<file path="src/can_ctrl_pkg.sv">
// package: register map, field layout and timing constants of the can control block
package can_ctrl_pkg;
    // word offsets of the three registers (byte addresses)
    localparam logic [7:0] CTRL_OFS = 8'h00;
    localparam logic [7:0] CFG_OFS = 8'h10;
    localparam logic [7:0] INT_OFS = 8'h20;
    // alias sub-offsets: plain, clear, set, invert
    localparam logic [1:0] ALIAS_PLAIN = 2'h0;
    localparam logic [1:0] ALIAS_CLR = 2'h1;
    localparam logic [1:0] ALIAS_SET = 2'h2;
    localparam logic [1:0] ALIAS_INV = 2'h3;

    // control register fields
    localparam int REQ_MODE_LSB = 24;
    localparam int OP_MODE_LSB = 21;
    localparam int ON_BIT = 15;
    localparam int STOP_IDLE_BIT = 13;
    localparam int ACTIVE_BIT = 11;
    localparam int DCNT_LSB = 0;
    // writable bits of the control register (requested mode, on, stop in idle, count)
    localparam logic [31:0] CTRL_WMASK = 32'h0700_a01f;
    localparam logic [31:0] CTRL_RESET = 32'h0400_0000;

    // bit timing fields
    localparam int WAKE_FILT_BIT = 22;
    localparam int PH2_LSB = 16;
    localparam int PH2_SEL_BIT = 15;
    localparam int TRIPLE_BIT = 14;
    localparam int PH1_LSB = 11;
    localparam int PROP_LSB = 8;
    localparam int SJW_LSB = 6;
    localparam int PRESC_LSB = 0;
    localparam logic [31:0] CFG_WMASK = 32'h0047_ffff;
    localparam logic [31:0] CFG_RESET = 32'h0000_0000;

    // interrupt register: enables in 31-27 and 19-16, flags in 15-11 and 3-0
    localparam logic [31:0] IEN_MASK = 32'hf80f_0000;
    localparam logic [31:0] IFLAG_MASK = 32'h0000_f80f;
    localparam int SYS_ERR_FLAG_BIT = 12;
    localparam int ENABLE_SHIFT = 16;
    localparam logic [31:0] INT_RESET = 32'h0000_0000;

    // information processing time in quanta
    localparam logic [3:0] IPT_TQ = 4'h2;
    // cycles taken to wind down after the on bit is cleared
    localparam logic [3:0] SHUTDOWN_CYCLES = 4'h8;
    // largest legal data compare count
    localparam logic [4:0] DCNT_MAX = 5'h12;

    typedef enum logic [2:0] {
        MODE_NORMAL = 3'h0,
        MODE_DISABLE = 3'h1,
        MODE_LOOPBACK = 3'h2,
        MODE_LISTEN = 3'h3,
        MODE_CONFIG = 3'h4,
        MODE_RSVD5 = 3'h5,
        MODE_RSVD6 = 3'h6,
        MODE_LISTEN_ALL = 3'h7
    } op_mode_t;

    // bit timing derived for the protocol engine
    typedef struct packed {
        logic [7:0] quantum_clocks;
        logic [3:0] propagation_segment;
        logic [3:0] phase_segment_one;
        logic [3:0] phase_segment_two;
        logic [2:0] jump_width;
        logic [4:0] quanta_per_bit;
        logic triple_sample_select;
    } bit_timing_t;

    // event pulses from the rest of the controller, flag order 15..11 then 2..0
    typedef struct packed {
        logic invalid_message;
        logic wakeup;
        logic bus_error;
        logic system_error;
        logic receive_overflow;
        logic timestamp_timer;
        logic receive_buffer;
        logic transmit_buffer;
    } can_events_t;
endpackage

</file>
<file path="src/can_ctrl_timing_irq.sv">
// can controller control, bit timing and interrupt enable block with a wishbone slave
`timescale 1ns/1ps
`default_nettype none

module can_ctrl_timing_irq
    import can_ctrl_pkg::*;
(
    // clock and reset
    input wire logic CLK_IN,
    input wire logic RESETN_IN,
    // wishbone slave
    input wire logic WB_CYC_IN,
    input wire logic WB_STB_IN,
    input wire logic WB_WE_IN,
    input wire logic [7:0] WB_ADR_IN,
    input wire logic [3:0] WB_SEL_IN,
    input wire logic [31:0] WB_DAT_IN,
    output logic [31:0] WB_DAT_OUT,
    output logic WB_ACK_OUT,
    output logic WB_ERR_OUT,
    // system and controller status
    input wire logic SYS_IDLE_IN,
    input wire logic TRANSACTION_BUSY_IN,
    input wire logic MODE_ACHIEVED_IN,
    input wire can_events_t EVENTS_IN,
    input wire logic CAN_RX_IN,
    input wire logic CAN_RX_FILTERED_IN,
    // outputs to the protocol engine
    output logic RUN_OUT,
    output logic [2:0] REQ_MODE_OUT,
    output bit_timing_t TIMING_OUT,
    output logic [4:0] DATA_COMPARE_COUNT_OUT,
    output logic WAKE_LINE_OUT,
    output logic IRQ_OUT
);

    ////////////////////////////////////////////////////////////////////////////
    // bus decode

    logic [31:0] ctrl_r;
    logic [31:0] cfg_r;
    logic [31:0] int_r;
    logic [2:0] op_mode_r;
    logic active_r;
    logic [3:0] wind_cnt_r;
    logic on_prev_r;
    logic sys_err_r;
    logic ack_r;
    logic err_r;
    logic [31:0] rdata_r;

    logic req;
    logic hit_ctrl;
    logic hit_cfg;
    logic hit_int;
    logic mapped;
    logic do_write;
    logic [1:0] alias_sel;
    logic [31:0] lane_mask;

    // a request is not taken again in the cycle that its ack or error is driven
    assign req = WB_CYC_IN & WB_STB_IN & ~ack_r & ~err_r;
    assign alias_sel = WB_ADR_IN[3:2];
    assign hit_ctrl = (WB_ADR_IN[7:4] == CTRL_OFS[7:4]) & (WB_ADR_IN[1:0] == 2'h0);
    assign hit_cfg = (WB_ADR_IN[7:4] == CFG_OFS[7:4]) & (WB_ADR_IN[1:0] == 2'h0);
    assign hit_int = (WB_ADR_IN[7:4] == INT_OFS[7:4]) & (WB_ADR_IN[1:0] == 2'h0);
    assign mapped = hit_ctrl | hit_cfg | hit_int;
    assign do_write = req & WB_WE_IN & mapped;
    assign lane_mask = {{8{WB_SEL_IN[3]}}, {8{WB_SEL_IN[2]}}, {8{WB_SEL_IN[1]}},
                        {8{WB_SEL_IN[0]}}};

    // apply plain, clear, set or invert within the lanes and writable bits
    function automatic logic [31:0] alias_apply(input logic [31:0] old,
                                                input logic [31:0] wd,
                                                input logic [31:0] m,
                                                input logic [1:0] sel);
        logic [31:0] v;
        v = old;
        unique case (sel)
            ALIAS_PLAIN: v = wd;
            ALIAS_CLR: v = old & ~wd;
            ALIAS_SET: v = old | wd;
            ALIAS_INV: v = old ^ wd;
        endcase
        return (old & ~m) | (v & m);
    endfunction

    ////////////////////////////////////////////////////////////////////////////
    // control register

    logic [31:0] ctrl_nxt;
    assign ctrl_nxt = alias_apply(ctrl_r, WB_DAT_IN, CTRL_WMASK & lane_mask, alias_sel);

    always_ff @(posedge CLK_IN or negedge RESETN_IN) begin
        if (!RESETN_IN) begin
            ctrl_r <= CTRL_RESET;
        end else if (do_write && hit_ctrl) begin
            ctrl_r <= ctrl_nxt;
        end
    end

    logic module_on;
    logic halted;
    assign module_on = ctrl_r[ON_BIT];
    // stop in idle freezes the engine but keeps the registers reachable
    assign halted = ctrl_r[STOP_IDLE_BIT] & SYS_IDLE_IN;

    // wind-down after on is cleared: wait for the transaction and a minimum count
    // the minimum count lets the engine see the request even when it sits idle
    always_ff @(posedge CLK_IN or negedge RESETN_IN) begin
        if (!RESETN_IN) begin
            wind_cnt_r <= 4'h0;
        end else if (module_on) begin
            wind_cnt_r <= SHUTDOWN_CYCLES;
        end else if (wind_cnt_r != 4'h0) begin
            wind_cnt_r <= wind_cnt_r - 4'h1;
        end
    end

    always_ff @(posedge CLK_IN or negedge RESETN_IN) begin
        if (!RESETN_IN) begin
            active_r <= 1'b0;
        end else if (module_on) begin
            active_r <= 1'b1;
        end else if (wind_cnt_r == 4'h0 && !TRANSACTION_BUSY_IN) begin
            active_r <= 1'b0;
        end
    end

    // mode status follows the request once the engine confirms it
    always_ff @(posedge CLK_IN or negedge RESETN_IN) begin
        if (!RESETN_IN) begin
            op_mode_r <= MODE_CONFIG;
        end else if (!active_r) begin
            op_mode_r <= MODE_CONFIG;
        end else if (MODE_ACHIEVED_IN) begin
            op_mode_r <= ctrl_r[REQ_MODE_LSB +: 3];
        end
    end

    ////////////////////////////////////////////////////////////////////////////
    // bit timing register

    logic cfg_write_ok;
    logic [31:0] cfg_nxt;
    // outside configuration mode a timing write is acked but dropped, never delayed
    assign cfg_write_ok = (op_mode_r == MODE_CONFIG);
    assign cfg_nxt = alias_apply(cfg_r, WB_DAT_IN, CFG_WMASK & lane_mask, alias_sel);

    always_ff @(posedge CLK_IN or negedge RESETN_IN) begin
        if (!RESETN_IN) begin
            cfg_r <= CFG_RESET;
        end else if (do_write && hit_cfg && cfg_write_ok) begin
            cfg_r <= cfg_nxt;
        end
    end

    logic [3:0] ph1_len;
    logic [3:0] ph2_len;
    logic [3:0] prop_len;
    logic [3:0] ph2_auto;
    assign ph1_len = {1'b0, cfg_r[PH1_LSB +: 3]} + 4'h1;
    assign prop_len = {1'b0, cfg_r[PROP_LSB +: 3]} + 4'h1;
    assign ph2_auto = (ph1_len > IPT_TQ) ? ph1_len : IPT_TQ;
    // the programmed field is ignored, not rewritten, so software reads back its value
    assign ph2_len = cfg_r[PH2_SEL_BIT] ? ({1'b0, cfg_r[PH2_LSB +: 3]} + 4'h1)
                                        : ph2_auto;

    // registered so the engine sees one settled set of lengths per clock
    always_ff @(posedge CLK_IN or negedge RESETN_IN) begin
        if (!RESETN_IN) begin
            TIMING_OUT <= '0;
        end else begin
            TIMING_OUT.quantum_clocks <= {1'b0, cfg_r[PRESC_LSB +: 6], 1'b0} + 8'h02;
            TIMING_OUT.propagation_segment <= prop_len;
            TIMING_OUT.phase_segment_one <= ph1_len;
            TIMING_OUT.phase_segment_two <= ph2_len;
            TIMING_OUT.jump_width <= {1'b0, cfg_r[SJW_LSB +: 2]} + 3'h1;
            TIMING_OUT.quanta_per_bit <= 5'h01 + {1'b0, prop_len} + {1'b0, ph1_len}
                                         + {1'b0, ph2_len};
            TIMING_OUT.triple_sample_select <= cfg_r[TRIPLE_BIT];
        end
    end

    ////////////////////////////////////////////////////////////////////////////
    // interrupt register

    logic [31:0] int_nxt;
    logic [31:0] ev_bits;
    logic on_restart;
    assign int_nxt = alias_apply(int_r, WB_DAT_IN, (IEN_MASK | IFLAG_MASK) & lane_mask,
                                 alias_sel);
    // events land on their flag positions; the mode change flag is fed from the status
    assign ev_bits = {16'h0, EVENTS_IN.invalid_message, EVENTS_IN.wakeup,
                      EVENTS_IN.bus_error, EVENTS_IN.system_error,
                      EVENTS_IN.receive_overflow, 7'h0, 1'b0,
                      EVENTS_IN.timestamp_timer, EVENTS_IN.receive_buffer,
                      EVENTS_IN.transmit_buffer};
    // off then on clears the system error; holding on set does nothing
    assign on_restart = module_on & ~on_prev_r;

    logic mode_change;
    logic [2:0] op_mode_prev_r;
    // a change of status, not a new request, raises the mode change flag
    assign mode_change = (op_mode_r != op_mode_prev_r);

    always_ff @(posedge CLK_IN or negedge RESETN_IN) begin
        if (!RESETN_IN) begin
            on_prev_r <= 1'b0;
        end else begin
            on_prev_r <= module_on;
        end
    end

    always_ff @(posedge CLK_IN or negedge RESETN_IN) begin
        if (!RESETN_IN) begin
            op_mode_prev_r <= MODE_CONFIG;
        end else begin
            op_mode_prev_r <= op_mode_r;
        end
    end

    // hardware sets win over software clears in the same cycle
    logic [31:0] int_upd;
    always_comb begin
        int_upd = int_r;
        if (do_write && hit_int) begin
            int_upd = int_nxt;
        end
        int_upd = int_upd | (ev_bits & IFLAG_MASK);
        int_upd[3] = int_upd[3] | mode_change;
    end

    always_ff @(posedge CLK_IN or negedge RESETN_IN) begin
        if (!RESETN_IN) begin
            int_r <= INT_RESET;
        end else begin
            int_r <= int_upd & (IEN_MASK | IFLAG_MASK);
        end
    end

    // system error lives apart so interrupt register writes never touch it
    always_ff @(posedge CLK_IN or negedge RESETN_IN) begin
        if (!RESETN_IN) begin
            sys_err_r <= 1'b0;
        end else if (EVENTS_IN.system_error) begin
            sys_err_r <= 1'b1;
        end else if (on_restart) begin
            sys_err_r <= 1'b0;
        end
    end

    // software reads the separate system error flop in place of the stored bit
    logic [31:0] int_view;
    always_comb begin
        int_view = int_r;
        int_view[SYS_ERR_FLAG_BIT] = sys_err_r;
    end

    ////////////////////////////////////////////////////////////////////////////
    // outputs to the engine

    logic [31:0] ctrl_view;
    always_comb begin
        ctrl_view = ctrl_r & CTRL_WMASK;
        ctrl_view[OP_MODE_LSB +: 3] = op_mode_r;
        ctrl_view[ACTIVE_BIT] = active_r;
    end

    always_ff @(posedge CLK_IN or negedge RESETN_IN) begin
        if (!RESETN_IN) begin
            RUN_OUT <= 1'b0;
        end else begin
            RUN_OUT <= active_r & ~halted;
        end
    end

    always_ff @(posedge CLK_IN or negedge RESETN_IN) begin
        if (!RESETN_IN) begin
            REQ_MODE_OUT <= MODE_CONFIG;
        end else begin
            REQ_MODE_OUT <= ctrl_r[REQ_MODE_LSB +: 3];
        end
    end

    // invalid counts are passed as the widest legal compare
    always_ff @(posedge CLK_IN or negedge RESETN_IN) begin
        if (!RESETN_IN) begin
            DATA_COMPARE_COUNT_OUT <= 5'h00;
        end else begin
            DATA_COMPARE_COUNT_OUT <= (ctrl_r[DCNT_LSB +: 5] > DCNT_MAX) ? DCNT_MAX
                                      : ctrl_r[DCNT_LSB +: 5];
        end
    end

    // the bus line idles recessive, so the wake path starts high
    always_ff @(posedge CLK_IN or negedge RESETN_IN) begin
        if (!RESETN_IN) begin
            WAKE_LINE_OUT <= 1'b1;
        end else begin
            WAKE_LINE_OUT <= cfg_r[WAKE_FILT_BIT] ? CAN_RX_FILTERED_IN : CAN_RX_IN;
        end
    end

    // a level: a flag left set keeps asking until it or its enable is cleared
    always_ff @(posedge CLK_IN or negedge RESETN_IN) begin
        if (!RESETN_IN) begin
            IRQ_OUT <= 1'b0;
        end else begin
            IRQ_OUT <= |(int_view[15:0] & int_view[31:16]);
        end
    end

    ////////////////////////////////////////////////////////////////////////////
    // bus answer: one wait state, error on unmapped addresses

    always_ff @(posedge CLK_IN or negedge RESETN_IN) begin
        if (!RESETN_IN) begin
            ack_r <= 1'b0;
            err_r <= 1'b0;
        end else begin
            ack_r <= req & mapped;
            err_r <= req & ~mapped;
        end
    end

    // captured only on a taken read, so the data holds between accesses
    always_ff @(posedge CLK_IN or negedge RESETN_IN) begin
        if (!RESETN_IN) begin
            rdata_r <= 32'h0000_0000;
        end else if (req && mapped && !WB_WE_IN) begin
            if (hit_ctrl) begin
                rdata_r <= ctrl_view;
            end else if (hit_cfg) begin
                rdata_r <= cfg_r & CFG_WMASK;
            end else begin
                rdata_r <= int_view;
            end
        end
    end

    assign WB_ACK_OUT = ack_r;
    assign WB_ERR_OUT = err_r;
    assign WB_DAT_OUT = rdata_r;

endmodule

`default_nettype wire

</file>
<file path="config.mk">
export PLATFORM = sky130hd
export DESIGN_NAME = can_ctrl_timing_irq
export DESIGN_NICKNAME = d
export VERILOG_FILES = /design/src/can_ctrl_pkg.sv /design/src/can_ctrl_timing_irq.sv
export SDC_FILE = /design/constraint.sdc
export NUM_CORES = 1
export LEC_CHECK = 0
export ABC_AREA = 1
export BUFFER_PORTS_ARGS = -buffer_cell sky130_fd_sc_hd__buf_2
export CAP_MARGIN = 20
export CORE_UTILIZATION = 45
export DETAILED_ROUTE_END_ITERATION = 8
export PLACE_DENSITY_LB_ADDON = 0.25
export SYNTH_ARGS = -nofsm -noshare
export SYNTH_HDL_FRONTEND = slang
export SYNTH_SLANG_ARGS = --single-unit
export TNS_END_PERCENT = 30
</file>
<file path="constraint.sdc">
create_clock -name CLK_IN -period 2.4 [get_ports CLK_IN]
set_input_delay 0.6 -clock CLK_IN [delete_from_list [all_inputs] [get_ports CLK_IN]]
set_output_delay 0.6 -clock CLK_IN [all_outputs]
set_load 0.005 [all_outputs]
</file>
==> reports/qor.csv <==
metric,value,unit
initial antenna violation count,0,
sw frac,0.2558,
Nets,1338,
syn avg cell area,8.069,µm²
CTS tree,built,
Crit path arrival time,2.65,ns
sequential area share after synthesis,0.4069,
Worst Path Max Fanout,4,
status,finished clean,
largest cells by area after synthesis,"dfrtp_1 (39%), ha_1 (16%), nand2_1 (15%)",
post-synth cell types,33,
max frequency,435.7,MHz
Fin Clk Skew,0.008388,ns
clock buffer count from CTS,17,
Seq pwr share,0.427,
final period utilization,0.9564,
antenna-violating nets left,0,
fillcell total,1593,
IO Port Bufs,130,
largest buffer count on any clock path,2,
fin util,0.5658,
Synth top area share,0.3907,
I/O pin cnt,136,
# hold bufs at CTS,0,
total gr overflow,0,
Period minus WS final,2.295,ns
Die Ht,136.4,µm
HP Class,in2async,
Synth area leader,dfrtp_1,
clk_lat worst skew,0.43,ns
final-report max-slew violation count,0,
Worst VDD drop,0.4682,mV
DR WL/cell,15.19,µm
clk slew on worst S/H paths,0.06,ns
relative slew slack,0.5896,
multi-input logic area,4174,µm²
dpl hpwl,15620,µm
master of the slowest instance on the critical path,fa_1,
Core Box Area,17480,µm²
largest net degree at the start of global routing,45,
startpoint types,flop,
P_sw,1388,µW
cell area power density,548.8,nW/µm²
CTS Sinks,132,
synthesized area,8134,µm²
vias in the first global route,6765,
GP Congestion,0.8326,
Pleak,0.005482,µW
layout cells sized above 1,0.2070,
Starting Density,0.4654,
flop and latch count out of synthesis,132,
clock network power share,0.474,
DR vias,7083,
DR DRC count,0,
RSZ-0062 raised after global routing,yes,
"most common cell after layout, fill and taps aside",nand2_1,
die width,136.4,µm
min setup slack post-route,0.1047,ns
cell mode on critical path,a21oi_2,
Row Count,48,
area grow syn2layout,21.57,%
cells after synthesis,1008,
placed insts,1371,
Iter 0 DRT Violations,412,
final hold violations,0,
crit-path max cell delay,0.54,ns
clk root buf,clkbuf_16,
Final setup viols,0,
First-pass DRT Iterations,5,
ant diodes,0,
critical-path cell list,ha_2 > xnor2_2 > a21oi_2 > a21oi_2 > fa_1 > inv_1 > fa_2 > o21ai_2 > xnor2_1,
r2r setup slk,0.10,ns
power consumption,5427,µW
Post-Layout Cell Count,1404,
GR Util All Layers,0.2427,
Cell Int Power,4038,µW
CP endpoint kind,flop,
most frequent cells in the layout,"nand2_1 (326), inv_1 (141), buf_2 (129)",
Ys Warns,0,
first-pass GRT wire length,34470,µm
FF/Latch Area,3309,µm²
die area,18620,µm²
Via density,5.045,
MaxCap Viol Count,0,
CP Data Required Time,2.75,ns
"Worst Path Class, Setup",reg2reg,
Least-Margin Pin Slew,0.6146,ns
Post-Place Setup Slack,-0.05476,ns
Comb power frac,0.098,
Clock H-tree levels,4,
final wirelength,21320,µm
==> power by group through the flow <==
stage	clock network, µW	registers (µW)	logic (µW)
floorplan	0	2360	277
global placement	0	2360	521
detailed placement	0	2360	533
CTS	2620	2320	536
global route	2710	2330	609
finish	2570	2320	532
==> logic make-up after synthesis <==
family / share of synthesized area
xor+xnor: 0.01400
compound gates: 0.04245
fa+ha+maj: 0.1729
simple gates: 0.2761
other cells: 0.0004610
buf+inv: 0.08722
flops: 0.4069
==> worst max-delay path: cells and delay by family, from the launching register on <==
kind,cells,cell delay (ns)
XOR/XNOR,2,0.27
buffers and inverters,1,0.06
flip-flops,1,0.42
adder cells (fa/ha/maj),3,1.10
AO/OA/AOI/OAI,3,0.37
==> final timing paths <==
check / from / endpoint / depth (start not counted)
min in group CLK_IN: SYS_IDLE_IN / RUN_OUT / 2
max reg2reg: flop / TIMING_OUT[5] / 9
max: flop / TIMING_OUT[5] / 9
max in group asynchronous: RESETN_IN / WAKE_LINE_OUT / 2
min reg2reg: flop / REQ_MODE_OUT[2] / 0
min: RESETN_IN / DATA_COMPARE_COUNT_OUT[4] / 1
==> metrics by stage <==
| step | instance area, µm² | hold slack [ns] | setup TNS (ns) |
|---|---|---|---|
| after global placement | 9248 | 0.3891 | -0.03136 |
| after global routing | 9888 | 0.09542 | -0.03922 |
| after CTS | 9846 | 0.07468 | -0.001706 |
| after detailed placement | 9248 | 0.3908 | -0.09825 |
| final | 9888 | 0.07273 | 0 |
| after floorplan | 8138 | 0.3044 | 0 |
==> per-layer routing <==
layer | vias to the layer above | part of all wire | GRT usage | wire length (µm)
li1 | 3518 | - | - | -
met1 | 3331 | 0.47 | 0.3375 | 10040
met2 | 209 | 0.45 | 0.3804 | 9684
met3 | 25 | 0.056 | 0.04139 | 1193
met4 | 0 | 0.019 | 0.08210 | 411
met5 | - | 0 | 0 | 0
==> layout make-up <==
type | count | share of cell area
inverter | 146 | 0.05542
clock buffer | 20 | 0.04517
sequential | 132 | 0.3347
multi-input combinational | 699 | 0.4221
timing repair buffer | 170 | 0.1006
tap | 225 | 0.02847
clock inverter | 12 | 0.01354
==> synthesized netlist by cell type (all sizes together) <==
cell type	count
and3	1
inv	145
o211ai	3
xnor2	5
nand4	46
o22ai	9
dfrtp	127
ha	106
fa	4
nand3	75
a32oi	1
dfstp	5
nand2	327
o21bai	1
o21ai	27
conb	1
clkinv	1
a21oi	23
nor3	3
clkbuf	8
nor2	36
nand3b	7
buf	24
xor2	8
or2	15
==> timing repair <==
item	CTS	global route
setup endpoints to repair	2	3
buffers inserted	0	1
pin swaps	1	6
gates resized for setup	4	8
No activity file was read; power rests on OpenSTA's default activity.
